## config.mk

```make
export PLATFORM = sky130hd
export DESIGN_NAME = rtac_top
export DESIGN_NICKNAME = d
export VERILOG_FILES = /design/src/design/rtac_pkg.sv /design/src/design/rtac_dec_if.sv /design/src/design/rtac_top.sv /design/src/design/rtac_decode.sv
export SDC_FILE = /design/constraint.sdc
export NUM_CORES = 1
export LEC_CHECK = 0
export ABC_AREA = 0
export ABC_CLOCK_PERIOD_IN_PS = 3700
export BUFFER_PORTS_ARGS = -buffer_cell sky130_fd_sc_hd__buf_2
export CORE_MARGIN = 2
export CORE_UTILIZATION = 40
export DETAILED_ROUTE_END_ITERATION = 16
export SETUP_SLACK_MARGIN = 0.5
export SLEW_MARGIN = 20
export SYNTH_ARGS = -nofsm -noshare
export SYNTH_HDL_FRONTEND = slang
export SYNTH_HIERARCHICAL = 1
export SYNTH_SLANG_ARGS = --single-unit
```

## constraint.sdc

```tcl
create_clock -name aclk -period 3.7 [get_ports aclk]
set_input_delay 0.555 -clock aclk [delete_from_list [all_inputs] [get_ports aclk]]
set_output_delay 0.555 -clock aclk [all_outputs]
set_load 0.05 [all_outputs]
```

## src/design/rtac_pkg.sv

```systemverilog
// What this block does
// - Clock-control read opcode loads all four clock control bits into accumulator, carry kept.
// - Opcode 257h copies pull-up control 0 into accumulator, one cycle, carry kept.
// - Opcode 25Eh copies pull-up control 1 into accumulator, one cycle, carry kept.
// - Opcode 25Fh copies pull-up control 2 into accumulator, one cycle, carry kept.
// - Opcode 050h puts stack pointer in accumulator bits 2..0, bit 3 cleared.
// - Opcode 054h copies interrupt control one into accumulator, one cycle, carry kept.
// - Opcode 055h copies interrupt control two into accumulator, one cycle, carry kept.
// - Opcode 24Bh copies timer control one into accumulator, one cycle, carry kept.
package rtac_pkg;

	localparam int unsigned ADDR_W  = 8;
	localparam int unsigned DATA_W  = 32;
	localparam int unsigned INSTR_W = 10;
	localparam int unsigned NIB_W   = 4;
	localparam int unsigned SRC_N   = 8;

	typedef logic [ADDR_W-1:0]  rtac_addr_t;
	typedef logic [DATA_W-1:0]  rtac_data_t;
	typedef logic [INSTR_W-1:0] rtac_instr_t;
	typedef logic [NIB_W-1:0]   rtac_nib_t;
	typedef logic [2:0]         rtac_sel_t;

	// Source slots, in register-map order
	localparam int unsigned SRC_CLOCK  = 0;
	localparam int unsigned SRC_PULL0  = 1;
	localparam int unsigned SRC_PULL1  = 2;
	localparam int unsigned SRC_PULL2  = 3;
	localparam int unsigned SRC_STACK  = 4;
	localparam int unsigned SRC_IRQ1   = 5;
	localparam int unsigned SRC_IRQ2   = 6;
	localparam int unsigned SRC_TIMER1 = 7;

	// Instruction words
	localparam rtac_instr_t OP_READ_CLOCK_CTL     = 10'h252;
	localparam rtac_instr_t OP_READ_PULLUP_CTL_0  = 10'h257;
	localparam rtac_instr_t OP_READ_PULLUP_CTL_1  = 10'h25E;
	localparam rtac_instr_t OP_READ_PULLUP_CTL_2  = 10'h25F;
	localparam rtac_instr_t OP_READ_STACK_PTR     = 10'h050;
	localparam rtac_instr_t OP_READ_IRQ_CTL_ONE   = 10'h054;
	localparam rtac_instr_t OP_READ_IRQ_CTL_TWO   = 10'h055;
	localparam rtac_instr_t OP_READ_TIMER_CTL_ONE = 10'h24B;

	localparam rtac_instr_t SRC_OPCODE [SRC_N] = '{
		OP_READ_CLOCK_CTL, OP_READ_PULLUP_CTL_0, OP_READ_PULLUP_CTL_1,
		OP_READ_PULLUP_CTL_2, OP_READ_STACK_PTR, OP_READ_IRQ_CTL_ONE,
		OP_READ_IRQ_CTL_TWO, OP_READ_TIMER_CTL_ONE};

	// Implemented bits per source; the stack pointer is three bits wide
	localparam rtac_nib_t SRC_MASK [SRC_N] = '{
		4'hF, 4'hF, 4'hF, 4'hF, 4'h7, 4'hF, 4'hF, 4'hF};

	// Register map, byte addresses
	localparam rtac_addr_t ADDR_INSTR     = 8'h00;
	localparam rtac_addr_t ADDR_ACC       = 8'h04;
	localparam rtac_addr_t ADDR_CARRY     = 8'h08;
	localparam rtac_addr_t ADDR_STATUS    = 8'h0C;
	localparam rtac_addr_t ADDR_SRC_BASE  = 8'h10;
	localparam int unsigned ADDR_STRIDE   = 4;
	localparam rtac_addr_t ADDR_WORD_MASK = 8'hFC;

	// Status fields
	localparam int unsigned STAT_HIT_BIT  = 0;
	localparam int unsigned STAT_MISS_BIT = 1;
	localparam int unsigned STAT_BUSY_BIT = 2;

	// Reset values
	localparam rtac_instr_t INSTR_RST = 10'h000;
	localparam rtac_nib_t   ACC_RST   = 4'h0;
	localparam rtac_nib_t   SRC_RST   = 4'h0;
	localparam logic        CARRY_RST = 1'b0;

	// AXI responses
	localparam logic [1:0] RESP_OKAY   = 2'h0;
	localparam logic [1:0] RESP_DECERR = 2'h3;

endpackage : rtac_pkg

```

## src/design/rtac_dec_if.sv

```systemverilog
`timescale 1ns/100ps
// Link between the register file and the instruction decoder
interface rtac_dec_if;
	rtac_pkg::rtac_instr_t instr;
	rtac_pkg::rtac_nib_t   src [rtac_pkg::SRC_N];
	logic                  hit;
	rtac_pkg::rtac_nib_t   data;

	modport regs (output instr, output src, input hit, input data);
	modport dec (input instr, input src, output hit, output data);
endinterface : rtac_dec_if

```

## src/design/rtac_top.sv

```systemverilog
// The AXI4-Lite slave port and the address map were decided locally.
`timescale 1ns/100ps
// Register-to-accumulator transfer unit with an AXI4-Lite register port
module rtac_top (
	input  wire logic                  aclk,
	input  wire logic                  aresetn,
	input  wire logic [7:0]            s_axi_awaddr,
	input  wire logic                  s_axi_awvalid,
	output logic                       s_axi_awready,
	input  wire logic [31:0]           s_axi_wdata,
	input  wire logic [3:0]            s_axi_wstrb,
	input  wire logic                  s_axi_wvalid,
	output logic                       s_axi_wready,
	output logic [1:0]                 s_axi_bresp,
	output logic                       s_axi_bvalid,
	input  wire logic                  s_axi_bready,
	input  wire logic [7:0]            s_axi_araddr,
	input  wire logic                  s_axi_arvalid,
	output logic                       s_axi_arready,
	output logic [31:0]                s_axi_rdata,
	output logic [1:0]                 s_axi_rresp,
	output logic                       s_axi_rvalid,
	input  wire logic                  s_axi_rready,
	output logic [3:0]                 accumulator,
	output logic                       carry_flag
);

	rtac_dec_if dif ();

	rtac_pkg::rtac_addr_t  aw_addr_q;
	logic                  aw_have_q;
	rtac_pkg::rtac_data_t  w_data_q;
	logic [3:0]            w_strb_q;
	logic                  w_have_q;
	logic                  awready_q;
	logic                  wready_q;
	logic                  bvalid_q;
	logic [1:0]            bresp_q;
	logic                  arready_q;
	logic                  rvalid_q;
	logic [1:0]            rresp_q;
	rtac_pkg::rtac_data_t  rdata_q;
	rtac_pkg::rtac_instr_t instr_q;
	logic                  exec_q;
	rtac_pkg::rtac_nib_t   acc_q;
	logic                  carry_q;
	logic                  hit_q;
	logic                  miss_q;
	rtac_pkg::rtac_nib_t   src_q [rtac_pkg::SRC_N];
	logic [rtac_pkg::SRC_N-1:0] src_hit_w;
	logic [rtac_pkg::SRC_N-1:0] src_hit_r;
	logic                  do_write;
	logic                  do_read;
	logic                  wr_instr;
	logic                  wr_acc;
	logic                  wr_carry;
	rtac_pkg::rtac_addr_t  wa_word;
	rtac_pkg::rtac_addr_t  ra_word;
	logic                  wa_known;
	logic                  ra_known;
	rtac_pkg::rtac_data_t  rd_mux;

	// Both halves of a write present and no answer outstanding
	assign do_write = aw_have_q && w_have_q && !bvalid_q;
	assign do_read  = s_axi_arvalid && arready_q;
	assign wa_word  = aw_addr_q & rtac_pkg::ADDR_WORD_MASK;
	assign ra_word  = s_axi_araddr & rtac_pkg::ADDR_WORD_MASK;

	// Per-register write strobes, decoded once for every writer
	assign wr_instr = do_write && (wa_word == rtac_pkg::ADDR_INSTR) && (&w_strb_q[1:0]);
	assign wr_acc   = do_write && (wa_word == rtac_pkg::ADDR_ACC) && w_strb_q[0];
	assign wr_carry = do_write && (wa_word == rtac_pkg::ADDR_CARRY) && w_strb_q[0];

	// Write address capture
	always_ff @(posedge aclk) begin
		if (!aresetn) begin
			aw_addr_q <= '0;
		end else if (s_axi_awvalid && awready_q) begin
			aw_addr_q <= s_axi_awaddr;
		end
	end

	// Address held until the write is carried out
	always_ff @(posedge aclk) begin
		if (!aresetn) begin
			aw_have_q <= 1'b0;
		end else if (s_axi_awvalid && awready_q) begin
			aw_have_q <= 1'b1;
		end else if (do_write) begin
			aw_have_q <= 1'b0;
		end
	end

	// Address ready drops until the response is taken; one write at a time
	always_ff @(posedge aclk) begin
		if (!aresetn) begin
			awready_q <= 1'b1;
		end else if (s_axi_awvalid && awready_q) begin
			awready_q <= 1'b0;
		end else if (bvalid_q && s_axi_bready) begin
			awready_q <= 1'b1;
		end
	end

	// Write data capture, may arrive before or after the address
	always_ff @(posedge aclk) begin
		if (!aresetn) begin
			w_data_q <= '0;
			w_strb_q <= '0;
		end else if (s_axi_wvalid && wready_q) begin
			w_data_q <= s_axi_wdata;
			w_strb_q <= s_axi_wstrb;
		end
	end

	// Data held until the write is carried out
	always_ff @(posedge aclk) begin
		if (!aresetn) begin
			w_have_q <= 1'b0;
		end else if (s_axi_wvalid && wready_q) begin
			w_have_q <= 1'b1;
		end else if (do_write) begin
			w_have_q <= 1'b0;
		end
	end

	// Data ready mirrors address ready so no second beat slips in
	always_ff @(posedge aclk) begin
		if (!aresetn) begin
			wready_q <= 1'b1;
		end else if (s_axi_wvalid && wready_q) begin
			wready_q <= 1'b0;
		end else if (bvalid_q && s_axi_bready) begin
			wready_q <= 1'b1;
		end
	end

	// Per-source address match, one write and one read comparator per slot
	for (genvar g = 0; g < rtac_pkg::SRC_N; g++) begin : g_src
		localparam rtac_pkg::rtac_addr_t SRC_ADDR =
			rtac_pkg::rtac_addr_t'(rtac_pkg::ADDR_SRC_BASE + g * rtac_pkg::ADDR_STRIDE);

		assign src_hit_w[g] = (wa_word == SRC_ADDR);
		assign src_hit_r[g] = (ra_word == SRC_ADDR);

		// Only software writes change a source; execution merely samples it
		always_ff @(posedge aclk) begin
			if (!aresetn) begin
				src_q[g] <= rtac_pkg::SRC_RST;
			end else if (do_write && src_hit_w[g] && w_strb_q[0]) begin
				src_q[g] <= w_data_q[rtac_pkg::NIB_W-1:0] & rtac_pkg::SRC_MASK[g];
			end
		end

		assign dif.src[g] = src_q[g];
	end

	assign wa_known = (wa_word == rtac_pkg::ADDR_INSTR) || (wa_word == rtac_pkg::ADDR_ACC) ||
			(wa_word == rtac_pkg::ADDR_CARRY) || (wa_word == rtac_pkg::ADDR_STATUS) ||
			(|src_hit_w);
	assign ra_known = (ra_word == rtac_pkg::ADDR_INSTR) || (ra_word == rtac_pkg::ADDR_ACC) ||
			(ra_word == rtac_pkg::ADDR_CARRY) || (ra_word == rtac_pkg::ADDR_STATUS) ||
			(|src_hit_r);

	// Write response stands until the master takes it
	always_ff @(posedge aclk) begin
		if (!aresetn) begin
			bvalid_q <= 1'b0;
		end else if (do_write) begin
			bvalid_q <= 1'b1;
		end else if (bvalid_q && s_axi_bready) begin
			bvalid_q <= 1'b0;
		end
	end

	// Unmapped addresses answer decode error
	always_ff @(posedge aclk) begin
		if (!aresetn) begin
			bresp_q <= rtac_pkg::RESP_OKAY;
		end else if (do_write) begin
			bresp_q <= wa_known ? rtac_pkg::RESP_OKAY : rtac_pkg::RESP_DECERR;
		end
	end

	// Instruction word; a write with both low lanes present issues it
	always_ff @(posedge aclk) begin
		if (!aresetn) begin
			instr_q <= rtac_pkg::INSTR_RST;
		end else if (wr_instr) begin
			instr_q <= w_data_q[rtac_pkg::INSTR_W-1:0];
		end
	end

	// Execute slot, one cycle after the word lands
	always_ff @(posedge aclk) begin
		if (!aresetn) begin
			exec_q <= 1'b0;
		end else begin
			exec_q <= wr_instr;
		end
	end

	assign dif.instr = instr_q;

	rtac_decode u_decode (
		.dif (dif.dec)
	);

	// Accumulator: one-cycle transfer on a decoded hit, else software load
	always_ff @(posedge aclk) begin
		if (!aresetn) begin
			acc_q <= rtac_pkg::ACC_RST;
		end else if (exec_q && dif.hit) begin
			acc_q <= dif.data;
		end else if (wr_acc) begin
			acc_q <= w_data_q[rtac_pkg::NIB_W-1:0];
		end
	end

	// Carry only moves under software; transfers leave it alone
	always_ff @(posedge aclk) begin
		if (!aresetn) begin
			carry_q <= rtac_pkg::CARRY_RST;
		end else if (wr_carry) begin
			carry_q <= w_data_q[0];
		end
	end

	// Last issued word matched a transfer opcode
	always_ff @(posedge aclk) begin
		if (!aresetn) begin
			hit_q <= 1'b0;
		end else if (exec_q) begin
			hit_q <= dif.hit;
		end
	end

	// Last issued word was unknown; the accumulator kept its value
	always_ff @(posedge aclk) begin
		if (!aresetn) begin
			miss_q <= 1'b0;
		end else if (exec_q) begin
			miss_q <= !dif.hit;
		end
	end

	// Read data selection
	always_comb begin
		rd_mux = '0;
		if (ra_word == rtac_pkg::ADDR_INSTR) begin
			rd_mux[rtac_pkg::INSTR_W-1:0] = instr_q;
		end else if (ra_word == rtac_pkg::ADDR_ACC) begin
			rd_mux[rtac_pkg::NIB_W-1:0] = acc_q;
		end else if (ra_word == rtac_pkg::ADDR_CARRY) begin
			rd_mux[0] = carry_q;
		end else if (ra_word == rtac_pkg::ADDR_STATUS) begin
			rd_mux[rtac_pkg::STAT_HIT_BIT]  = hit_q;
			rd_mux[rtac_pkg::STAT_MISS_BIT] = miss_q;
			rd_mux[rtac_pkg::STAT_BUSY_BIT] = exec_q;
		end else begin
			for (int i = 0; i < rtac_pkg::SRC_N; i++) begin
				if (src_hit_r[i]) begin
					rd_mux[rtac_pkg::NIB_W-1:0] = src_q[i];
				end
			end
		end
	end

	// Read address ready low while an answer is outstanding
	always_ff @(posedge aclk) begin
		if (!aresetn) begin
			arready_q <= 1'b1;
		end else if (do_read) begin
			arready_q <= 1'b0;
		end else if (rvalid_q && s_axi_rready) begin
			arready_q <= 1'b1;
		end
	end

	// Read answer one cycle after the address is taken
	always_ff @(posedge aclk) begin
		if (!aresetn) begin
			rvalid_q <= 1'b0;
		end else if (do_read) begin
			rvalid_q <= 1'b1;
		end else if (rvalid_q && s_axi_rready) begin
			rvalid_q <= 1'b0;
		end
	end

	// Read payload latched at the take, so it stands unchanged with valid
	always_ff @(posedge aclk) begin
		if (!aresetn) begin
			rdata_q <= '0;
			rresp_q <= rtac_pkg::RESP_OKAY;
		end else if (do_read) begin
			rdata_q <= ra_known ? rd_mux : '0;
			rresp_q <= ra_known ? rtac_pkg::RESP_OKAY : rtac_pkg::RESP_DECERR;
		end
	end

	assign s_axi_awready = awready_q;
	assign s_axi_wready  = wready_q;
	assign s_axi_bvalid  = bvalid_q;
	assign s_axi_bresp   = bresp_q;
	assign s_axi_arready = arready_q;
	assign s_axi_rvalid  = rvalid_q;
	assign s_axi_rdata   = rdata_q;
	assign s_axi_rresp   = rresp_q;
	assign accumulator   = acc_q;
	assign carry_flag    = carry_q;

endmodule : rtac_top

```

## src/design/rtac_decode.sv

```systemverilog
`timescale 1ns/100ps
// Pure combinational decode; never writes a source, so reads have no side effect
module rtac_decode (
	rtac_dec_if.dec dif
);

	// Full ten-bit compare against each opcode
	always_comb begin
		dif.hit  = 1'b0;
		dif.data = rtac_pkg::ACC_RST;
		for (int i = 0; i < rtac_pkg::SRC_N; i++) begin
			if (dif.instr == rtac_pkg::SRC_OPCODE[i]) begin
				dif.hit  = 1'b1;
				// Mask clears bit 3 for the stack pointer
				dif.data = dif.src[i] & rtac_pkg::SRC_MASK[i];
			end
		end
	end

endmodule : rtac_decode

```

==> key figures <==
Place
  – Place WS: 1430 ps
  – DP Cell Count: about 660
  – Routability cong.: around 0.87
  – IO buf count: 54
  – DP Wirelength: between 7 and 8 mm

Clock tree
  – Total CTS buffers: 9
  – CTS Sinks: 86
  – H-tree depth: 3
  – Clock tree from TritonCTS: built
  – CTS resizes: 0
  – CTS root buf: clkbuf_16
  – Clk slew on worst S/H paths: 70 ps
  – Max clock buf depth: 2
  – Clock latency on the worst-skew pair: 330 ps
  – Hold_buf cts: 0
  – Post-CTS Setup Inserts: 0

STA
  – Slew HR: 42.4%
  – Final clock skew: roughly 8.9 ps
  – Fmax: between 400 and 500 MHz
  – Worst slew pin tran: 852 ps
  – TNS Setup: 0 ps
  – Fin. Hold Viols: 0
  – RSZ-0062 raised after global routing: false
  – Fin crit share: a little over three fifths
  – Minimum clock period: between 2000 and 2500 ps
  – Final max-slew violation count: 0
  – Final setup violation count: 0
  – Final Worst Setup Slack: 1390 ps

Synthesis
  – Ys async rst share: 0%
  – Syn Area/Cell: ~9.2 um^2
  – Syn Inst Count: 494
  – Number of flops mapped to enable cells by yosys: 31
  – Seq/Total Area, Yosys: roughly 45%
  – Main flop type after synthesis: dfxtp_1
  – Post-synthesis cell area: around 0.0045 mm^2
  – Ys Warns: 6
  – Yosys reg bits: 86
  – Post-synth cell types: ~70

GRT
  – Initial antenna violation count: 0
  – Largest net degree at the start of global routing: 38
  – First-pass GRT wire length: about 18 mm
  – GRT Residual Overflow: 0
  – Gr usage total: 17.9%
  – Number of global-route vias before repair: approximately 3,400

Finish
  – Fin cells: slightly below 700
  – Fillers: 1,090
  – P&R area growth vs syn: 11.8%
  – FF+latch area: roughly 0.0020 mm^2
  – Area of the multi-input gates: about 0.0022 mm^2
  – Share of cells above drive strength 1: about a fifth
  – Nets: around 600
  – Ant diodes: 0

Critical path
  – CP Class: register to register
  – R2R Setup Slk: 1390 ps
  – Critical path's slowest cell: dfxtp_1
  – Crit-path max cell delay: roughly 840 ps
  – Crit. End Element: register
  – CP Max Fanout: 23
  – Critical path startpoint category: register
  – Crit path cell chain: nor4bb_1 -> and3_1 -> o21bai_1 -> nand2_1 -> o21ai_0 -> a21oi_1
  – Crit path required time: around 4000 ps
  – CP arrival: around 2500 ps
  – Kind of cell adding the most delay to the critical path: simple AND/OR/NAND/NOR gates
  – CP Buf/Inv Count: 0

Routing
  – DR WL/cell: about 16 um
  – DRC viols: 0
  – First-pass DRT Iterations: 5
  – Drt initial violations: between 200 and 250
  – Vias per Instance: approximately 5.5
  – Final ANT Viol Nets: 0
  – Final wirelength: 11.1 mm
  – Total number of vias: around 3,700

Floorplanning
  – Starting Density: approximately two fifths
  – Core ar.: between 0.01 and 0.015 mm^2
  – Die width: 110 um
  – Die height: between 100 and 150 um
  – Row cnt: 38
  – Die ar.: roughly 0.012 mm^2
  – I/O pin cnt: about 110

Worst hold path
  – Hold/Removal Path Class: input port to register

Power
  – Leakage Power: 1.93 nW
  – Pwr Total: ~2.2 mW
  – Pwr per Cell Area: ~430 mW/mm^2
  – Maximum vdd drop: between 0.2 and 0.3 mV

Flow run
  – Number of max-cap violations: 0

Run status
  – Outcome: finished clean
==> stage by stage <==
step | utilization (%) | area [um^2] | hold WS, ps
6_report | 46.3 | 5060 | 453
5_1_grt | 46.3 | 5060 | 445
4_1_cts | 46.3 | 5060 | 446
3_5_place_dp | 43.3 | 4740 | 447
3_3_place_gp | 43.3 | 4740 | 449
2_1_floorplan | - | 4610 | 437
==> synth_stat cells, drive strengths merged (3+ instances only) <==
cell type | count | share of area, %
a31oi | 3 | 0.41
nor2b | 3 | 0.41
nor4 | 3 | 0.75
or2 | 3 | 0.41
nor3b | 3 | 0.50
a22oi | 9 | 1.5
nor2 | 27 | 2.3
and3 | 4 | 0.55
and2 | 37 | 5.2
nand2 | 58 | 4.9
mux4 | 4 | 2.0
a21oi | 52 | 6.0
and4bb | 3 | 0.83
inv | 9 | 0.75
clkbuf | 17 | 1.4
and3b | 3 | 0.58
edfxtp | 31 | 21
nand3b | 4 | 0.66
dfxtp | 55 | 24
nand4 | 3 | 0.41
mux2i | 10 | 2.2
nor4b | 4 | 1.1
buf | 37 | 5.9
o21ai | 38 | 4.2
nor3 | 8 | 1.1
nand3 | 19 | 2.1
nand2b | 7 | 0.97
==> cell families after synthesis <==
family	after synthesis	synth area share, %
simple gates	199	24.7
compound gates	128	17.6
flops	86	44.9
buf+inv	64	8.09
mux	16	4.70
other cells	1	0.0828
==> registers in the layout, summed over array words and instances (netlist names), 2 cells and up <==
name         flops
src_q           31
accumulator      4
aw_addr_q        6
s_axi_rdata     10
w_strb_q         2
dif.instr       10
w_data_q        10
==> worst paths after layout <==
kind | start | end | cells past startpoint
setup / recovery | dif.instr[0]$_SDFFE_PN0P_ | accumulator[3]$_SDFFE_PN0P_ | 6
hold / removal | s_axi_wdata[6] | w_data_q[6]$_SDFFE_PN0P_ | 3
setup reg to reg | dif.instr[0]$_SDFFE_PN0P_ | accumulator[3]$_SDFFE_PN0P_ | 6
hold reg to reg | w_data_q[5]$_SDFFE_PN0P_ | w_data_q[5]$_SDFFE_PN0P_ | 2
==> worst reg2reg max path, cell delays in order (launching register included) <==
cell	delay, ps
dfxtp_1	840
nor4bb_1	350
and3_1	330
o21bai_1	150
nand2_1	200
o21ai_0	220
a21oi_1	70
==> cells in the final DEF, fill, tap and decap left out, types with 3 or more instances in the layout <==
cell,synthesis,final
a22oi_1,9,9
nand2b_1,7,7
nor3_1,6,6
inv_1,9,9
mux4_2,4,4
a21oi_1,49,49
nor2_1,26,26
nand4_1,3,3
and3_1,4,4
nand3b_1,4,4
nor2b_1,3,3
nand2_1,56,56
a21oi_2,3,3
and2_1,36,36
and3b_1,3,3
clkbuf_16,0,11
nand3_1,19,19
conb_1,1,22
buf_2,8,54
dfxtp_1,55,55
mux2i_1,10,10
or2_2,3,3
nor3b_1,3,3
o21ai_0,36,36
a31oi_1,3,3
nor4b_1,3,3
edfxtp_1,31,31
==> cell type report <==
| class | count | area share, % |
|---|---|---|
| inverters | 10 | 0.741 |
| clock inverters | 5 | 0.939 |
| well taps | 140 | 3.46 |
| repair buffers | 56 | 5.64 |
| flip-flops and latches | 86 | 40.1 |
| multi-input cells | 365 | 43.6 |
| clock buffers | 11 | 5.44 |
==> power by group <==
part / total (mW) / internal (mW) / switching (mW)
Sequential: 1.05 / 1.01 / 0.0368
Combinational: 0.210 / 0.0545 / 0.156
Clock: 0.942 / 0.547 / 0.395
Total: 2.20 / 1.61 / 0.588
==> routing by layer <==
layer	part of all wire [%]	track usage (%)	vias up
met5	0	0	-
met4	0.97	3.92	0
met3	4.7	3.68	9
met2	48	29.1	120
met1	47	24.7	1745
li1	-	-	1805
(Power assumes the default switching activity.)
